### config.mk
export PLATFORM = sky130hd
export DESIGN_NAME = dac_act_cal
export DESIGN_NICKNAME = d
export VERILOG_FILES = /design/src/dac_pkg.sv /design/src/dac_act_cal.sv
export SDC_FILE = /design/constraint.sdc
export NUM_CORES = 1
export LEC_CHECK = 0
export BUFFER_PORTS_ARGS = -buffer_cell sky130_fd_sc_hd__buf_2
export CAP_MARGIN = 20
export CORE_MARGIN = 2
export CORE_UTILIZATION = 58
export CTS_BUF_LIST = sky130_fd_sc_hd__clkbuf_8
export CTS_CLUSTER_SIZE = 28
export DETAILED_ROUTE_END_ITERATION = 12
export PLACE_DENSITY = 0.77
export SLEW_MARGIN = 15
export SYNTH_ARGS = -nofsm -noshare
export SYNTH_HDL_FRONTEND = slang
export SYNTH_SLANG_ARGS = --single-unit
### constraint.sdc
create_clock -name clk_sys -period 4.4 [get_ports clk_sys]
set_input_delay 0.88 -clock clk_sys [delete_from_list [all_inputs] [get_ports clk_sys]]
set_output_delay 0.88 -clock clk_sys [all_outputs]
set_load 0.01 [all_outputs]
### src/dac_pkg.sv
// Shared constants and types for the activate and calibration-pattern block
package dac_pkg;

  // Mode register addresses (6-bit MA field)
  localparam logic [5:0] MA_IO_CONFIG = 6'h03;
  localparam logic [5:0] MA_LANE_INV_LO = 6'h0F;
  localparam logic [5:0] MA_LANE_INV_HI = 6'h14;
  localparam logic [5:0] MA_REPAIR = 6'h19;
  localparam logic [5:0] MA_TEST_A = 6'h1E;
  localparam logic [5:0] MA_CAL_A = 6'h20;
  localparam logic [5:0] MA_TEST_B = 6'h27;
  localparam logic [5:0] MA_CAL_B = 6'h28;

  // Values after reset
  localparam logic [7:0] CAL_A_RST = 8'h5A;
  localparam logic [7:0] CAL_B_RST = 8'h3C;
  localparam logic [7:0] LANE_INV_RST = 8'h00;
  localparam logic [7:0] IO_CONFIG_RST = 8'h00;

  // Field positions
  localparam int RBI_BIT = 6;

  // Command codes on the first beat; MPC calibration operand across both beats
  localparam logic [1:0] CMD_ACT1 = 2'h1;
  localparam logic [1:0] CMD_ACT2 = 2'h3;
  localparam logic [4:0] CMD_MPC = 5'h00;
  localparam logic [4:0] CMD_PRE = 5'h10;
  localparam logic [4:0] CMD_MRW1 = 5'h06;
  localparam logic [4:0] CMD_MRW2 = 5'h16;
  localparam logic [4:0] CMD_MRR1 = 5'h0E;
  localparam logic [6:0] MPC_OP_CAL = 7'h43;

  // Row width and burst geometry
  localparam int ROW_W = 17;
  localparam logic [3:0] LAST_BEAT = 4'hF;

  // Read burst source
  typedef enum logic [1:0] {
    GEN_IDLE = 2'b00,
    GEN_CAL = 2'b01,
    GEN_MRR = 2'b10
  } dac_gen_t;

  // One beat on the data lanes
  typedef struct packed {
    logic dmi_en;
    logic [1:0] dmi;
    logic [15:0] dq;
  } dac_beat_t;

  // Row activation report
  typedef struct packed {
    logic strobe;
    logic [2:0] bank;
    logic [ROW_W-1:0] row;
  } dac_act_t;

endpackage

### src/dac_act_cal.sv
// Command decode, mode registers and calibration read path of the device
`timescale 1ns/1ps
`default_nettype none

// Beat buffer between burst source and pin stage
module dac_fifo #(
  parameter int W = 8,
  parameter int DEPTH = 4
) (
  input wire logic clk_sys,
  input wire logic nrst,
  input wire logic in_valid,
  output logic in_ready,
  input wire logic [W-1:0] in_data,
  output logic out_valid,
  input wire logic out_ready,
  output logic [W-1:0] out_data
);
  localparam int PW = (DEPTH > 1) ? $clog2(DEPTH) : 1;
  localparam int CW = $clog2(DEPTH + 1);

  // Refuse shapes the pointer logic cannot serve
  if (DEPTH < 2 || W < 1) begin : g_bad_shape
    $error("dac_fifo needs DEPTH of 2 or more and W of 1 or more");
  end

  // Whole state of the buffer
  typedef struct packed {
    logic [DEPTH-1:0][W-1:0] mem;
    logic [PW-1:0] wr;
    logic [PW-1:0] rd;
    logic [CW-1:0] cnt;
  } dac_fifo_st_t;

  dac_fifo_st_t q; // Registered state
  dac_fifo_st_t d; // Next state
  logic push; // Word accepted
  logic pop; // Word delivered

  // Honest flags straight from the fill count
  assign in_ready = (q.cnt != CW'(DEPTH));
  assign out_valid = (q.cnt != '0);
  assign out_data = q.mem[q.rd];
  assign push = in_valid && in_ready;
  assign pop = out_valid && out_ready;

  // Pointer and count update
  always_comb begin
    d = q;
    if (push) begin
      d.mem[q.wr] = in_data;
      d.wr = (q.wr == PW'(DEPTH - 1)) ? '0 : q.wr + 1'b1;
    end
    if (pop) begin
      d.rd = (q.rd == PW'(DEPTH - 1)) ? '0 : q.rd + 1'b1;
    end
    // Simultaneous push and pop leaves the count alone
    if (push && !pop) begin
      d.cnt = q.cnt + 1'b1;
    end else if (pop && !push) begin
      d.cnt = q.cnt - 1'b1;
    end
    if (!nrst) begin
      d = '0;
    end
  end

  // State register
  always_ff @(posedge clk_sys) begin
    q <= d;
  end
endmodule

module dac_act_cal
  import dac_pkg::*;
#(
  parameter int BEAT_DIV = 2,
  parameter int FIFO_DEPTH = 4,
  parameter int RD_LAT = 4
) (
  input wire logic clk_sys,
  input wire logic nrst,
  input wire logic cs,
  input wire logic [5:0] ca,
  input wire logic [7:0] repair_avail,
  output logic [15:0] dq_o,
  output logic [15:0] dq_oe,
  output logic [1:0] dmi_o,
  output logic [1:0] dmi_oe,
  output logic act_strobe,
  output logic [2:0] act_bank,
  output logic [ROW_W-1:0] act_row,
  output logic [7:0] bank_open
);

  // Refuse settings the counters cannot hold
  if (BEAT_DIV < 1 || BEAT_DIV > 255 || RD_LAT < 0 || RD_LAT > 255) begin : g_bad_par
    $error("dac_act_cal needs BEAT_DIV 1..255 and RD_LAT 0..255");
  end

  localparam int BW = $bits(dac_beat_t);

  // Whole state of the block
  typedef struct packed {
    logic cs_s1; // First sync stage, read only by the second
    logic cs_s2;
    logic [5:0] ca_s1;
    logic [5:0] ca_s2;
    logic beat_b; // Next sampled edge is the second beat
    logic [5:0] beat_a; // First beat kept for decode
    logic act1_seen; // First half of an activate held
    logic [2:0] act1_bank;
    logic [6:0] act1_row;
    logic mrw1_seen; // First half of a register write held
    logic mrw_op7;
    logic [5:0] mrw_ma;
    logic [7:0] cal_a; // Pattern A
    logic [7:0] cal_b; // Pattern B
    logic [7:0] inv_lo; // Invert mask, lanes 7..0
    logic [7:0] inv_hi; // Invert mask, lanes 15..8
    logic [7:0] io_cfg; // Holds the read inversion enable
    dac_gen_t gen; // Burst source state
    logic [3:0] gen_cnt; // Beat index within the burst
    logic [7:0] gen_lat; // Cycles left before the first beat
    logic [7:0] mrr_data; // Byte captured for a register read
    logic [7:0] div_cnt; // Beat rate divider
    dac_beat_t pin; // Beat on the pins
    logic pin_en; // Data lanes driven
    dac_act_t act; // Activation report
    logic [7:0] bank_open;
  } dac_state_t;

  dac_state_t q; // Registered state
  dac_state_t d; // Next state
  dac_beat_t gen_beat; // Beat offered to the buffer
  logic gen_valid; // Source has a beat ready
  logic fifo_ready; // Buffer has room
  logic fifo_valid; // Buffer holds a beat
  logic [BW-1:0] fifo_data; // Head of the buffer
  logic beat_tick; // One-cycle enable at the beat rate
  logic [15:0] cal_stream; // Pattern A first, then B

  // Outputs come straight from state flops
  assign dq_o = q.pin.dq;
  assign dq_oe = {16{q.pin_en}};
  assign dmi_o = q.pin.dmi;
  assign dmi_oe = {2{q.pin.dmi_en}};
  assign act_strobe = q.act.strobe;
  assign act_bank = q.act.bank;
  assign act_row = q.act.row;
  assign bank_open = q.bank_open;

  // Divider pulse paces the pin stage; with BEAT_DIV above 1 it is slower than the source so the buffer fills
  assign beat_tick = (q.div_cnt == 8'(BEAT_DIV - 1));

  // Low byte goes out first, so A sits in the low half
  assign cal_stream = {q.cal_b, q.cal_a};

  // Beat built from the current burst position
  always_comb begin
    gen_beat = '0;
    gen_valid = (q.gen != GEN_IDLE) && (q.gen_lat == '0);
    if (q.gen == GEN_CAL) begin
      // Same bit on every lane, LSB of each byte first
      gen_beat.dq = {16{cal_stream[q.gen_cnt]}};
      // Per-lane invert on data lanes only
      gen_beat.dq = gen_beat.dq ^ {q.inv_hi, q.inv_lo};
      // Mask lanes carry the raw bit, no inversion of any kind
      gen_beat.dmi = {2{cal_stream[q.gen_cnt]}};
      // Mask lanes stay released when read inversion is off
      gen_beat.dmi_en = q.io_cfg[RBI_BIT];
    end else if (q.gen == GEN_MRR && q.gen_cnt == '0) begin
      gen_beat.dq = {8'h00, q.mrr_data};
    end
  end

  // Register read lookup; write-only and reserved addresses read zero
  function automatic logic [7:0] mr_read(input logic [5:0] ma, input dac_state_t s,
                                         input logic [7:0] rep);
    logic [7:0] r;
    r = 8'h00;
    unique case (ma)
      MA_REPAIR: r = rep;
      MA_IO_CONFIG: r = s.io_cfg;
      MA_LANE_INV_LO: r = s.inv_lo;
      MA_LANE_INV_HI: r = s.inv_hi;
      default: r = 8'h00;
    endcase
    return r;
  endfunction

  // Next-state logic
  always_comb begin
    d = q;
    // Pins pass two flops before any decode looks at them
    d.cs_s1 = cs;
    d.cs_s2 = q.cs_s1;
    d.ca_s1 = ca;
    d.ca_s2 = q.ca_s1;
    d.act.strobe = 1'b0;

    // Command framing: chip select marks the first beat
    if (!q.beat_b) begin
      if (q.cs_s2) begin
        d.beat_a = q.ca_s2;
        d.beat_b = 1'b1;
      end
    end else begin
      d.beat_b = 1'b0;
      // Half commands only survive into the very next command
      d.act1_seen = 1'b0;
      d.mrw1_seen = 1'b0;
      if (q.beat_a[1:0] == CMD_ACT1) begin
        // First half: bank and upper row bits
        d.act1_seen = 1'b1;
        d.act1_bank = q.ca_s2[2:0];
        d.act1_row = {q.beat_a[5:2], q.ca_s2[5:3]};
      end else if (q.beat_a[1:0] == CMD_ACT2) begin
        // Second half only counts right after the first
        if (q.act1_seen) begin
          d.act.strobe = 1'b1;
          d.act.bank = q.act1_bank;
          d.act.row = {q.act1_row, q.beat_a[5:2], q.ca_s2};
          d.bank_open[q.act1_bank] = 1'b1;
        end
      end else begin
        unique case (q.beat_a[4:0])
          CMD_MRW1: begin
            d.mrw1_seen = 1'b1;
            d.mrw_op7 = q.beat_a[5];
            d.mrw_ma = q.ca_s2;
          end
          CMD_MRW2: begin
            if (q.mrw1_seen) begin
              unique case (q.mrw_ma)
                MA_CAL_A: d.cal_a = {q.mrw_op7, q.beat_a[5], q.ca_s2};
                MA_CAL_B: d.cal_b = {q.mrw_op7, q.beat_a[5], q.ca_s2};
                MA_LANE_INV_LO: d.inv_lo = {q.mrw_op7, q.beat_a[5], q.ca_s2};
                MA_LANE_INV_HI: d.inv_hi = {q.mrw_op7, q.beat_a[5], q.ca_s2};
                MA_IO_CONFIG: d.io_cfg = {q.mrw_op7, q.beat_a[5], q.ca_s2};
                // Test registers swallow the data
                MA_TEST_A, MA_TEST_B: d.mrw_ma = q.mrw_ma;
                // Repair readout and reserved addresses ignore writes
                default: d.mrw_ma = q.mrw_ma;
              endcase
            end
          end
          CMD_MRR1: begin
            // A read arriving during a burst is dropped
            if (q.gen == GEN_IDLE) begin
              d.gen = GEN_MRR;
              d.gen_cnt = '0;
              d.gen_lat = 8'(RD_LAT);
              d.mrr_data = mr_read(q.ca_s2, q, repair_avail);
            end
          end
          CMD_MPC: begin
            if ({q.beat_a[5], q.ca_s2} == MPC_OP_CAL && q.gen == GEN_IDLE) begin
              d.gen = GEN_CAL;
              d.gen_cnt = '0;
              d.gen_lat = 8'(RD_LAT);
            end
          end
          CMD_PRE: begin
            // Bit 5 of the first beat closes every bank
            if (q.beat_a[5]) begin
              d.bank_open = '0;
            end else begin
              d.bank_open[q.ca_s2[2:0]] = 1'b0;
            end
          end
          default: d.beat_b = 1'b0;
        endcase
      end
    end

    // Burst source: latency countdown, then one beat per accepted push
    if (q.gen != GEN_IDLE) begin
      if (q.gen_lat != '0) begin
        d.gen_lat = q.gen_lat - 1'b1;
      end else if (fifo_ready) begin
        d.gen_cnt = q.gen_cnt + 1'b1;
        if (q.gen_cnt == LAST_BEAT) begin
          d.gen = GEN_IDLE;
        end
      end
    end

    // Pin stage takes one beat per divider pulse, idles released
    d.div_cnt = beat_tick ? 8'h00 : q.div_cnt + 1'b1;
    if (beat_tick) begin
      d.pin_en = fifo_valid;
      // Empty buffer clears the mask enable too, so it never outlives the data lanes
      d.pin = fifo_valid ? dac_beat_t'(fifo_data) : '0;
    end

    // Synchronous reset loads defaults
    if (!nrst) begin
      d = '0;
      d.gen = GEN_IDLE;
      d.cal_a = CAL_A_RST;
      d.cal_b = CAL_B_RST;
      d.inv_lo = LANE_INV_RST;
      d.inv_hi = LANE_INV_RST;
      d.io_cfg = IO_CONFIG_RST;
    end
  end

  // State register
  always_ff @(posedge clk_sys) begin
    q <= d;
  end

  // Beat buffer; back-pressure holds the burst source
  dac_fifo #(
    .W(BW),
    .DEPTH(FIFO_DEPTH)
  ) u_fifo (
    .clk_sys(clk_sys),
    .nrst(nrst),
    .in_valid(gen_valid),
    .in_ready(fifo_ready),
    .in_data(gen_beat),
    .out_valid(fifo_valid),
    .out_ready(beat_tick),
    .out_data(fifo_data)
  );

endmodule

`default_nettype wire

==> out/metrics.yaml <==
syn-cell-area_um2: 10400
insertion_delay_ns: 0.54
num_rows: 49
pwr-share-seq: 0.504
crit_chain: "inv_1 > ha_1 > or3b_2 > a2111oi_4 > buf_4 > ha_1 > inv_1 > fa_1 > xor2_1 > or3_1 > a21oi_1"
cts_buffer_depth: 3
layout-drive-gt1-share: 0.185
core-area_um2: 17800
synth.largest_area_cell: "dfxtp_1"
port_buffers: 81
cts.sinks: 237
drt-pass1-iter-count: 5
max_freq_ghz: 0.341
diodes: 0
tightest_slew_ns: 1.12
hold_violations: 0
cp_top_family: "simple AND/OR/NAND/NOR gates"
start_kind: "flip-flop"
post-route-util: 0.632
crit_type: "flip-flop to flip-flop"
grt_pass1_vias: 7278
nets: 1105
powerDensity_nw_per_um2: 385
fp.dieW_um: 138
grt_max_degree: 110
worstHoldPathCells: 1
drv_slew: 0
syn_to_final_growth_pct: 7.78
drt_iter0_markers: 601
swShare: 0.219
hold_buffers: 0
reg2reg_from: "q[65]$_SDFF_PN0_"
yosysUniqueCellTypes: 66
place.gp.congestion: 0.811
cts_resized: 0
cts.clk_slew.worst_paths_ns: 0.06
max_stage_delay_ns: 0.51
yosys-top-cells-count: "237 x dfxtp_1, 105 x nand2_1, 101 x nor2_1, 64 x buf_4, 64 x clkbuf_1"
ys.flop_type: "dfxtp_1"
finalSetupTns_ns: 0
worstPathArrival_ns: 3.39
wl_per_cell_um: 16.8
syn-num-nets: 1116
place_area_um2: 10400
crit_required_ns: 4.86
post_cts.repair.setup_buffers: 0
min-delay-start: "q[158]$_SDFF_PN0_"
skew_ns: 0.0230
synth_cells: 1087
dr_total_vias: 7721
post-route-drc-count: 0
ff2ff_path_depth: 11
hold-path-endpoint: "q[157]$_SDFF_PN0_"
regToRegSetupSlack_ns: 1.47
crit_slowest_cell: "or3b_2"
finalCritPeriodShare: 0.666
rsz0062_at_grt: "false"
endpoint_kind: "flip-flop"
totalWireLength_um: 22400
clkPwrFrac: 0.476
post-synth-top-count-cell: "dfxtp_1"
grt_first_pass_wirelength_um: 36500
drv_cap: 0
hold_path.class: "flip-flop to flip-flop"
cts_max_level: 2
status: "complete, no violations"
synth-seq-area-share: 0.455
cts_tree: "built"
power_frac_comb: 0.019
critPathBufInv: 3
grtUsageTotal: 0.226
p_leak_nw: 4.31
final.min_clock_period_ns: 2.93
post_drt_via_cell_ratio: 5.79
fin_area_um2: 11200
root_buffer: "clkbuf_8"
async_flop_share: 0
rr_endpoint: "u_fifo.q[2]$_SDFFE_PN0P_"
synth_edf_count: 0
p_int_mw: 3.37
ant_nets: 0
ir_drop_v: 0.000318
postSynthAreaPerCell_um2: 9.58
antenna_found_initial: 0
yosysTopAreaCellShare: 0.455
dieArea_um2: 19100
grt-ovfl-total: 0
numCtsBuffers: 40
synthTopCellsByArea: "dfxtp_1 46%, mux2i_1 5.7%, buf_4 4.6%"
dp_hpwl_um: 14000
initial_core_util: 0.586
ys_warn_count: 0
die_height_um: 138
maxSlewHeadroom: 0.256
ios: 82
yosys_register_bits: 237
p_sw_mw: 0.945
setup_violations: 0
crit_fanout: 16
state kept, by name, indices dropped and copies added, names as in the netlist:
register / cells
act_bank: 3
act_row: 17
act_strobe: 1
bank_open: 8
cal_stream: 16
dmi_o: 1
dmi_oe: 1
dq_o: 16
dq_oe: 1
q: 94
u_fifo.q: 79
cell type report:
type / instances / area [um2]
clock inverter: 17 / 125
multi-input combinational: 688 / 4780
clock buffer: 53 / 729
sequential: 237 / 4740
timing repair buffer: 94 / 510
fill: 1488 / 6550
inverter: 15 / 57.6
tap: 229 / 287
through the flow:
stage | cells | hold WS [ns] | total power [mW] | setup WS (ns)
3_5_place_dp | 1262 | 0.418 | 2.31 | 1.48
3_3_place_gp | 1262 | 0.417 | 2.31 | 1.55
2_1_floorplan | 1087 | 0.412 | 2.27 | 1.47
6_report | 1333 | 0.431 | 4.32 | 1.47
4_1_cts | 1332 | 0.431 | 4.35 | 1.46
5_1_grt | 1333 | 0.443 | 4.46 | 1.25
kinds of logic after synthesis:
group                    Yosys count  synth area share
AND/OR/NAND/NOR                  336             0.155
flip-flops                       237             0.455
AO/OA/AOI/OAI                    230             0.147
buffers and inverters            162            0.0868
multiplexers                      91             0.125
XOR/XNOR                          19            0.0160
adder cells (fa/ha/maj)           12            0.0151
layer usage:
layer  track usage  vias to the layer above  share of wire
met3        0.0426                       34          0.049
met2         0.371                      215           0.47
li1              -                     3797              -
met5             0                        -              0
met1         0.305                     3675           0.46
met4        0.0730                        0          0.018
power by group through the flow:
stage	Combinational [mW]	Sequential [mW]	Clock, mW
2_1_floorplan	0.0652	2.21	0
3_3_place_gp	0.0827	2.22	0
3_5_place_dp	0.0830	2.22	0
4_1_cts	0.0833	2.18	2.09
5_1_grt	0.0914	2.18	2.19
6_report	0.0831	2.18	2.06
how the worst max path moves through the flow:
stage / start / end / slack, ns / depth (start not counted)
2_1_floorplan: q[65]$_SDFF_PN0_ / u_fifo.q[2]$_SDFFE_PN0P_ / 1.47 / 11
3_3_place_gp: q[65]$_SDFF_PN0_ / u_fifo.q[2]$_SDFFE_PN0P_ / 1.55 / 11
3_5_place_dp: q[65]$_SDFF_PN0_ / u_fifo.q[2]$_SDFFE_PN0P_ / 1.48 / 11
4_1_cts: q[65]$_SDFF_PN0_ / u_fifo.q[2]$_SDFFE_PN0P_ / 1.46 / 11
5_1_grt: q[65]$_SDFF_PN0_ / u_fifo.q[2]$_SDFFE_PN0P_ / 1.25 / 11
6_report: q[65]$_SDFF_PN0_ / u_fifo.q[2]$_SDFFE_PN0P_ / 1.47 / 11
cells in the final DEF (no fill, tap or decap), types with 4 or more instances in the layout:
cell type | Yosys | layout
a21bo_2 | 8 | 8
a21oi_1 | 62 | 62
a222oi_1 | 8 | 8
a31oi_1 | 32 | 32
a32o_1 | 20 | 20
a32oi_1 | 9 | 9
and2_1 | 16 | 16
and3_1 | 4 | 4
buf_2 | 6 | 81
buf_4 | 64 | 12
clkbuf_8 | 1 | 53
clkinv_2 | 0 | 4
dfxtp_1 | 237 | 237
ha_1 | 11 | 11
inv_1 | 15 | 25
mux2i_1 | 59 | 59
mux2i_4 | 7 | 7
mux4_2 | 20 | 20
nand2_1 | 105 | 105
nand2b_1 | 4 | 4
nand3_1 | 37 | 37
nand3b_1 | 7 | 7
nand4_1 | 5 | 5
nor2_1 | 101 | 101
nor3_1 | 10 | 10
nor3b_1 | 7 | 7
o21ai_0 | 48 | 48
o21ai_1 | 8 | 8
o31ai_1 | 25 | 25
or3_1 | 4 | 4
xnor2_1 | 11 | 11
xor2_1 | 8 | 8
Note: power is estimated with default switching activity, not from simulation.
